## src/verilog/dncr_defs.svh

```systemverilog
// offsets, field positions, reset values and host map for the nco control bank
// assumes an 8-bit write-only control port with a 4-bit address
`ifndef DNCR_DEFS_SVH
`define DNCR_DEFS_SVH
// ****************************************************************
// control port addresses
// ****************************************************************
`define DNCR_ADDR_SIC 4'hc
`define DNCR_ADDR_OSC 4'hd
`define DNCR_ADDR_TTC 4'he
`define DNCR_ADDR_UPD 4'hf
// ****************************************************************
// reset values and fields
// ****************************************************************
`define DNCR_RST_SIC 8'h01
`define DNCR_RST_OSC 8'hf8
`define DNCR_RST_TTC 8'h10
`define DNCR_BIT_CF_EN 0
`define DNCR_BIT_RSV_HI 7
`define DNCR_BIT_SF_EN 6
`define DNCR_BIT_FB_EN 5
`define DNCR_OSC_RSV_MASK 8'h9f
`define DNCR_TTC_TIM_LO 4
`define DNCR_TTC_TIM_HI 5
`define DNCR_TTC_SAFE_00 8'h00
`define DNCR_TTC_SAFE_30 8'h30
`define DNCR_CF_QUARTER 48'h4000_0000_0000
// ****************************************************************
// host register map, byte addresses on ahb-lite
// ****************************************************************
`define DNCR_HOFS_CMD 32'h0000_0000
`define DNCR_HOFS_CFG 32'h0000_0004
`define DNCR_HOFS_PIN 32'h0000_0008
`define DNCR_HOFS_STS 32'h0000_000c
`define DNCR_CMD_ADDR_LSB 0
`define DNCR_CMD_DATA_LSB 8
`define DNCR_CFG_SF_USED 0
`define DNCR_CFG_TIM_30 1
`define DNCR_RST_CFG 2'b00
`endif

```

## src/verilog/dncr_pkg.sv

```systemverilog
// types shared by both ends of the nco control port
// assumes dncr_defs.svh carries every number
package dncr_pkg;
    // ****************************************************************
    // types
    // ****************************************************************
    typedef logic [3:0] dncr_addr_t;
    typedef logic [7:0] dncr_byte_t;
    typedef enum logic [2:0] {
        DNCR_INIT_TTC,
        DNCR_INIT_OSC,
        DNCR_INIT_UPD,
        DNCR_RUN
    } dncr_hstate_t;
endpackage : dncr_pkg

```

## src/verilog/dncr_if.sv

```systemverilog
// parallel write-only control port between host and nco control bank
// assumes both ends run on the one sample clock
`timescale 1ns/1ps
`default_nettype none
interface dncr_if;
    import dncr_pkg::*;
    dncr_addr_t wr_addr;
    dncr_byte_t wr_data;
    logic wr_strobe;
    logic update;
    modport host (output wr_addr, output wr_data, output wr_strobe, output update);
    modport dev (input wr_addr, input wr_data, input wr_strobe, input update);
endinterface : dncr_if
`default_nettype wire

```

## src/verilog/dncr_device.sv

```systemverilog
// nco control bank: registers 12 to 15 of the synthesizer control port,
// their path gates and a phase accumulator that uses them
// assumes the host drives the port from logic on i_core_clk
//
// Summary of operation
// - address 12 bit 0 gates center word
// - reset enables center path, reads 01h
// - address 13 resets F8h, reserved bits kept
// - address 13 bit 6 gates serial word
// - reset sequence clears serial enable when unused
// - address 13 bit 5 enables accumulator feedback
// - address 14 resets 10h, host writes 00h/30h
// - address 14 bits 5:4 pick converter timing
// - any write to address 15 updates
`timescale 1ns/1ps
`default_nettype none
`include "dncr_defs.svh"
module dncr_device #(
    parameter int CF_W = 48,
    parameter int SF_W = 40
) (
    input wire logic i_core_clk,
    input wire logic i_srst,
    dncr_if.dev port,
    input wire logic [CF_W-1:0] i_center_freq_word,
    input wire logic [SF_W-1:0] i_serial_freq_word,
    output logic [CF_W-1:0] o_center_freq_path,
    output logic [CF_W-1:0] o_serial_freq_path,
    output logic o_acc_feedback_en,
    output logic [1:0] o_dac_timing_sel,
    output logic [7:0] o_serial_input_control,
    output logic [7:0] o_oscillator_control,
    output logic [7:0] o_test_timing_control,
    output logic o_update,
    output logic [CF_W-1:0] o_phase
);
    import dncr_pkg::*;

    // ****************************************************************
    // elaboration check
    // ****************************************************************
    // the serial word sits under the top bits of the center word
    if (SF_W > CF_W) begin : g_bad_sf_width
        $error("dncr_device: SF_W must not exceed CF_W");
    end
    // narrower words could not hold the byte-wide weights the bank assumes
    if (SF_W < 8 || CF_W < 8) begin : g_bad_width
        $error("dncr_device: CF_W and SF_W must be at least 8");
    end

    // ****************************************************************
    // master copies, written by the port
    // ****************************************************************
    dncr_byte_t serial_input_control_m;
    dncr_byte_t oscillator_control_m;
    dncr_byte_t test_timing_control_m;
    dncr_byte_t next_serial_input_control_m;
    dncr_byte_t next_oscillator_control_m;
    dncr_byte_t next_test_timing_control_m;

    // active copies, seen by the data path
    dncr_byte_t serial_input_control;
    dncr_byte_t oscillator_control;
    dncr_byte_t test_timing_control;
    dncr_byte_t next_serial_input_control;
    dncr_byte_t next_oscillator_control;
    dncr_byte_t next_test_timing_control;

    // update_q only reports the transfer; the actives move on the event itself
    logic update_now;
    logic next_update;
    logic update_q;

    // masters take the byte on the strobe; nothing is stored for address 15
    always_comb begin
        next_serial_input_control_m = serial_input_control_m;
        next_oscillator_control_m = oscillator_control_m;
        next_test_timing_control_m = test_timing_control_m;
        // addresses 0 to 11 belong to the lower bank and fall through here
        if (port.wr_strobe) begin
            if (port.wr_addr == `DNCR_ADDR_SIC) begin
                next_serial_input_control_m = port.wr_data;
            end else if (port.wr_addr == `DNCR_ADDR_OSC) begin
                // reserved bits are stored as written; the host keeps them
                next_oscillator_control_m = port.wr_data;
            end else if (port.wr_addr == `DNCR_ADDR_TTC) begin
                next_test_timing_control_m = port.wr_data;
            end
        end
    end

    // masters only register what the block above picked
    always_ff @(posedge i_core_clk) begin
        if (i_srst) begin
            serial_input_control_m <= `DNCR_RST_SIC;
            oscillator_control_m <= `DNCR_RST_OSC;
            test_timing_control_m <= `DNCR_RST_TTC;
        end else begin
            serial_input_control_m <= next_serial_input_control_m;
            oscillator_control_m <= next_oscillator_control_m;
            test_timing_control_m <= next_test_timing_control_m;
        end
    end

    // ****************************************************************
    // update transfer
    // ****************************************************************
    // pin or a write to the phantom address; data written is ignored
    assign update_now = port.update
        || (port.wr_strobe && port.wr_addr == `DNCR_ADDR_UPD);

    // actives load the next master values so a byte written in the
    // same cycle as the pin update is not left behind
    always_comb begin
        next_serial_input_control = serial_input_control;
        next_oscillator_control = oscillator_control;
        next_test_timing_control = test_timing_control;
        next_update = update_now;
        if (update_now) begin
            next_serial_input_control = next_serial_input_control_m;
            next_oscillator_control = next_oscillator_control_m;
            next_test_timing_control = next_test_timing_control_m;
        end
    end

    // reset loads the actives too, so the paths restart from the defaults
    always_ff @(posedge i_core_clk) begin
        if (i_srst) begin
            serial_input_control <= `DNCR_RST_SIC;
            oscillator_control <= `DNCR_RST_OSC;
            test_timing_control <= `DNCR_RST_TTC;
            update_q <= 1'b0;
        end else begin
            serial_input_control <= next_serial_input_control;
            oscillator_control <= next_oscillator_control;
            test_timing_control <= next_test_timing_control;
            update_q <= next_update;
        end
    end

    // ****************************************************************
    // path gates and accumulator
    // ****************************************************************
    // every path value is CF_W wide; the serial word is padded below
    logic [CF_W-1:0] cf_gated;
    logic [CF_W-1:0] sf_gated;
    logic [CF_W-1:0] acc_base;
    logic [CF_W-1:0] next_center_freq_path;
    logic [CF_W-1:0] next_serial_freq_path;
    logic [CF_W-1:0] next_phase;
    logic [CF_W-1:0] center_freq_path;
    logic [CF_W-1:0] serial_freq_path;
    logic [CF_W-1:0] phase;

    // gates only zero the path; the stored words upstream are untouched
    always_comb begin
        cf_gated = '0;
        sf_gated = '0;
        if (serial_input_control[`DNCR_BIT_CF_EN]) begin
            cf_gated = i_center_freq_word;
        end
        if (oscillator_control[`DNCR_BIT_SF_EN]) begin
            // serial word is weighted like the top bits of the center word;
            // a shift keeps equal widths legal where a zero-width fill is not
            sf_gated = CF_W'(i_serial_freq_word) << (CF_W - SF_W);
        end
        acc_base = '0;
        if (oscillator_control[`DNCR_BIT_FB_EN]) begin
            acc_base = phase;
        end
        next_center_freq_path = cf_gated;
        next_serial_freq_path = sf_gated;
        // with feedback off the accumulator just shows the summed step
        // the sum wraps at CF_W bits, which is the phase turning over
        next_phase = acc_base + cf_gated + sf_gated;
    end

    // paths lag the active bits by one cycle, as the phase does
    always_ff @(posedge i_core_clk) begin
        if (i_srst) begin
            center_freq_path <= '0;
            serial_freq_path <= '0;
            phase <= '0;
        end else begin
            center_freq_path <= next_center_freq_path;
            serial_freq_path <= next_serial_freq_path;
            phase <= next_phase;
        end
    end

    // ****************************************************************
    // outputs
    // ****************************************************************
    // converter timing field; code 01b is only the reset leftover
    assign o_dac_timing_sel = test_timing_control[`DNCR_TTC_TIM_HI:`DNCR_TTC_TIM_LO];
    assign o_acc_feedback_en = oscillator_control[`DNCR_BIT_FB_EN];
    // actives are brought out so the host end can be checked against them
    assign o_serial_input_control = serial_input_control;
    assign o_oscillator_control = oscillator_control;
    assign o_test_timing_control = test_timing_control;
    assign o_update = update_q;
    assign o_center_freq_path = center_freq_path;
    assign o_serial_freq_path = serial_freq_path;
    assign o_phase = phase;
endmodule : dncr_device
`default_nettype wire

```

## src/flat_wrapper.sv

```systemverilog
// flat-port wrapper written by rule: the top's interface ports become plain ports
module dncr_device_flat import dncr_pkg::*;
#(
    parameter int CF_W = 48,
    parameter int SF_W = 40
)
  (i_core_clk, i_srst, i_center_freq_word, i_serial_freq_word, o_center_freq_path, o_serial_freq_path, o_acc_feedback_en, o_dac_timing_sel, o_serial_input_control, o_oscillator_control, o_test_timing_control, o_update, o_phase, port_wr_addr, port_wr_data, port_wr_strobe, port_update);
  dncr_if port_i ();
  input wire logic i_core_clk;
  input wire logic i_srst;
  input wire logic [CF_W-1:0] i_center_freq_word;
  input wire logic [SF_W-1:0] i_serial_freq_word;
  output logic [CF_W-1:0] o_center_freq_path;
  output logic [CF_W-1:0] o_serial_freq_path;
  output logic o_acc_feedback_en;
  output logic [1:0] o_dac_timing_sel;
  output logic [7:0] o_serial_input_control;
  output logic [7:0] o_oscillator_control;
  output logic [7:0] o_test_timing_control;
  output logic o_update;
  output logic [CF_W-1:0] o_phase;
  input wire logic [$bits(port_i.wr_addr)-1:0] port_wr_addr;
  input wire logic [$bits(port_i.wr_data)-1:0] port_wr_data;
  input wire logic [$bits(port_i.wr_strobe)-1:0] port_wr_strobe;
  input wire logic [$bits(port_i.update)-1:0] port_update;
  assign port_i.wr_addr = port_wr_addr;
  assign port_i.wr_data = port_wr_data;
  assign port_i.wr_strobe = port_wr_strobe;
  assign port_i.update = port_update;
  dncr_device #(.CF_W(CF_W), .SF_W(SF_W)) u_core (.i_core_clk(i_core_clk), .i_srst(i_srst), .port(port_i), .i_center_freq_word(i_center_freq_word), .i_serial_freq_word(i_serial_freq_word), .o_center_freq_path(o_center_freq_path), .o_serial_freq_path(o_serial_freq_path), .o_acc_feedback_en(o_acc_feedback_en), .o_dac_timing_sel(o_dac_timing_sel), .o_serial_input_control(o_serial_input_control), .o_oscillator_control(o_oscillator_control), .o_test_timing_control(o_test_timing_control), .o_update(o_update), .o_phase(o_phase));
endmodule
```

## config.mk

```make
export PLATFORM = sky130hd
export DESIGN_NAME = dncr_device_flat
export DESIGN_NICKNAME = d
export VERILOG_FILES = /design/src/verilog/dncr_pkg.sv /design/src/verilog/dncr_if.sv /design/src/verilog/dncr_device.sv /design/src/flat_wrapper.sv
export VERILOG_INCLUDE_DIRS = /design/src /design/src/verilog
export SDC_FILE = /design/constraint.sdc
export NUM_CORES = 1
export LEC_CHECK = 0
export BUFFER_PORTS_ARGS = -buffer_cell sky130_fd_sc_hd__buf_2
export CAP_MARGIN = 25
export CORE_ASPECT_RATIO = 0.5
export CORE_MARGIN = 4
export CORE_UTILIZATION = 44
export CTS_CLUSTER_SIZE = 8
export DETAILED_ROUTE_END_ITERATION = 7
export PLACE_DENSITY = 0.72
export SYNTH_ARGS = -nofsm -noshare
export SYNTH_HDL_FRONTEND = slang
export SYNTH_SLANG_ARGS = --single-unit
```

## constraint.sdc

```tcl
create_clock -name i_core_clk -period 3.9 [get_ports i_core_clk]
set_input_delay 0.78 -clock i_core_clk [delete_from_list [all_inputs] [get_ports i_core_clk]]
set_output_delay 0.78 -clock i_core_clk [all_outputs]
set_load 0.1 [all_outputs]
```

==> results_dict.tcl <==
set metrics [dict create \
    status "finished, final reports clean" \
    worst_pin_slew_ps 933 \
    wl_per_cell_um 15.7 \
    start_util_pct 44.8 \
    hold_viol 0 \
    wl_um 26800 \
    p_total_w 0.0103 \
    vias_per_cell 4.97 \
    cp_cell_sequence "buf_12 > buf_4 > and2_1 > fa_1 > ha_1 > o21ai_0 > o211ai_1 > o211ai_2 > a211oi_2 > o311a_1 > o21ai_1 > a21oi_1 > mux2_1" \
    fin_util_pct 55.3 \
    drtIter0Drc 544 \
    ys_seq_elements 185 \
    crit_path_top_delay_cell "fa_1" \
    rsz0062_at_grt "false" \
    yosys_warnings 0 \
    skew_ps 12.9 \
    clock-sinks 185 \
    cap_violations 0 \
    synth_ff_type "dfxtp_1" \
    synth_cell_types 69 \
    p_leak_nw 6.17 \
    period_minus_slack_ps 3720 \
    setup_viol 0 \
    tritoncts "yes" \
    slew_violations 0 \
    timing.final.crit_share_pct 95.4 \
    root_buffer "clkbuf_16" \
    cp_max_fo 10 \
    synthCells 1141 \
    io_buffer_count 267 \
    core.rowCount 38 \
    critPathArrivalTime_ps 4050 \
    die_y_um 113 \
    dpl.hpwl_um 19900 \
    grt_antenna_before_repair 0 \
    ioPinCount 276 \
    ant_nets 0 \
    coreArea_um2 21700 \
    netlist_area_um2 9710 \
    gp_congestion 0.888 \
    cts_max_path_buffers 2 \
    path_clk_slew_ps 70 \
    avgSynthCellArea_um2 8.51 \
    synth.most_common_cell "dfxtp_1" \
    grt_max_degree 129 \
    crit_required_ps 4230 \
    grt_overflow_total 0 \
    clkLatencyLatePin_ps 450 \
    critPathLaunchType "flip-flop" \
    track_usage_pct 21.2 \
    synthArstFlopShare_pct 0 \
    reg2reg_setup_slack_ps 180 \
    synth_top_area_share_pct 38.1 \
    critPathKind "flip-flop to flip-flop" \
    layout-drive-gt1-share_pct 25.5 \
    dr_total_vias 8518 \
    yosys-top-cells-area "dfxtp_1, fa_1, nor2_1" \
    p_per_area_nw_per_um2 856 \
    slew_headroom_pct 37.8 \
    hold_buffers 0 \
    grt_first_pass_wirelength_um 42100 \
    nNetsFinal 1599 \
    synth_common_cells "dfxtp_1, nor2_1, nand2_1, inv_1, a21oi_1" \
    max_stage_delay_ps 510 \
    ir_worst_vdd_mv 0.320 \
    dr.pass1.iters 5 \
    dieArea_um2 24700 \
    synthToLayoutAreaGrowth_pct 23.5 \
    htree_num_levels 4 \
    antenna_cells 0 \
    fmax_ghz 0.269 \
    grt_pass1_vias 8312 \
    yosysSeqAreaShare_pct 38.1 \
    yosys.area.top_type "dfxtp_1" \
    die_x_um 218 \
    cts_buffers 17 \
    crit_path_end_kind "flip-flop" \
    hold_class "flip-flop to flip-flop" \
    post-route-drc-count 0 \
    synth_edf_count 0 \
]
## state kept, by name, indices dropped and copies added (netlist names)
register / count
u_core.o_test_timing_control: 8
u_core.o_update: 1
u_core.test_timing_control_m: 8
u_core.serial_input_control_m: 8
u_core.o_serial_freq_path: 40
u_core.o_phase: 48
u_core.o_center_freq_path: 48
u_core.o_serial_input_control: 8
u_core.o_oscillator_control: 8
u_core.oscillator_control_m: 8
## power by group
| group | internal [W] | switching [W] | leakage [nW] |
|---|---|---|---|
| Clock | 0.000819 | 0.000780 | 0.244 |
| Combinational | 0.00191 | 0.00445 | 4.39 |
| Sequential | 0.00217 | 0.000137 | 1.53 |
## metal layers
| metal | vias to the layer above | GRT usage (%) | routed length, um |
|---|---|---|---|
| met5 | - | 0 | 0 |
| met4 | 0 | 6.14 | 500 |
| met3 | 30 | 5.15 | 1510 |
| met2 | 248 | 35.2 | 12800 |
| met1 | 4004 | 27.7 | 12000 |
| li1 | 4236 | - | - |
## stage by stage
step / setup slack (ps) / hold slack, ps / TNS (ps) / cells / area, um2
after detailed placement: -58.5 / 463 / -69.3 / 1673 / 11300
after floorplan: 26.9 / 442 / 0 / 1148 / 9750
after global routing: 12.3 / 501 / 0 / 1713 / 12000
final: 180 / 475 / 0 / 1713 / 12000
after global placement: 45.1 / 454 / 0 / 1673 / 11300
after CTS: 88.2 / 482 / 0 / 1705 / 11900
## worst max-delay path: cells and delay by family (launching register included)
kind            cells  cell delay [ps]
compound gates      7             1550
fa+ha+maj           2              850
flops               1              360
mux                 1              340
buf+inv             2              310
simple gates        1              180
## what timing repair did
action                                  4_1_cts  5_1_grt
buffers inserted                              1        8
gates resized for setup                       0        1
endpoints found under the setup margin        1       10
endpoints found under the hold margin         0        0
## area by class of cell
| type | count | area [um2] |
|---|---|---|
| fill | 2060 | 9690 |
| clock inverter | 12 | 93.8 |
| tap | 300 | 375 |
| multi-input combinational | 799 | 5330 |
| sequential | 185 | 3710 |
| timing repair buffer | 301 | 1680 |
| inverter | 97 | 364 |
| clock buffer | 19 | 433 |
## cell usage in the layout (no fill, tap or decap), types with 3 or more instances in the layout
cell / count
buf_2: 266
dfxtp_1: 182
nor2_1: 181
nand2_1: 147
inv_1: 97
a21oi_1: 58
ha_1: 54
fa_1: 40
buf_4: 28
o21ai_0: 26
mux2i_1: 24
xnor2_1: 24
and2_1: 23
a21o_1: 23
a211oi_1: 22
nor2b_1: 20
clkbuf_16: 17
nor3_1: 13
xor2_1: 13
nand4_1: 10
a31oi_1: 10
o21bai_1: 10
conb_1: 8
nand2b_1: 7
nand3_1: 7
or2_2: 7
and3_1: 6
o211ai_1: 6
clkinvlp_4: 5
o21ai_1: 4
o21a_1: 4
nand3_2: 3
a211oi_2: 3
o31ai_1: 3
mux2_1: 3
inv_6: 3
dfxtp_4: 3
## cell families after synthesis
logic type	count (synthesis)	share of synthesized area (%)
flops	185	38.1
mux	28	2.98
compound gates	193	13.0
xor+xnor	37	3.34
fa+ha+maj	94	15.2
other cells	1	0.0386
buf+inv	164	7.27
simple gates	439	20.0
## path summary, 6_finish.rpt
path                                                  endpoint                             start  cells past startpoint
worst max register to register              u_core.o_phase[47]  u_core.o_serial_input_control[0]                     13
worst max-delay path                        u_core.o_phase[47]  u_core.o_serial_input_control[0]                     13
worst min-delay path            u_core.oscillator_control_m[4]    u_core.oscillator_control_m[4]                      2
worst min register to register  u_core.oscillator_control_m[4]    u_core.oscillator_control_m[4]                      2
(Power assumes the default switching activity.)
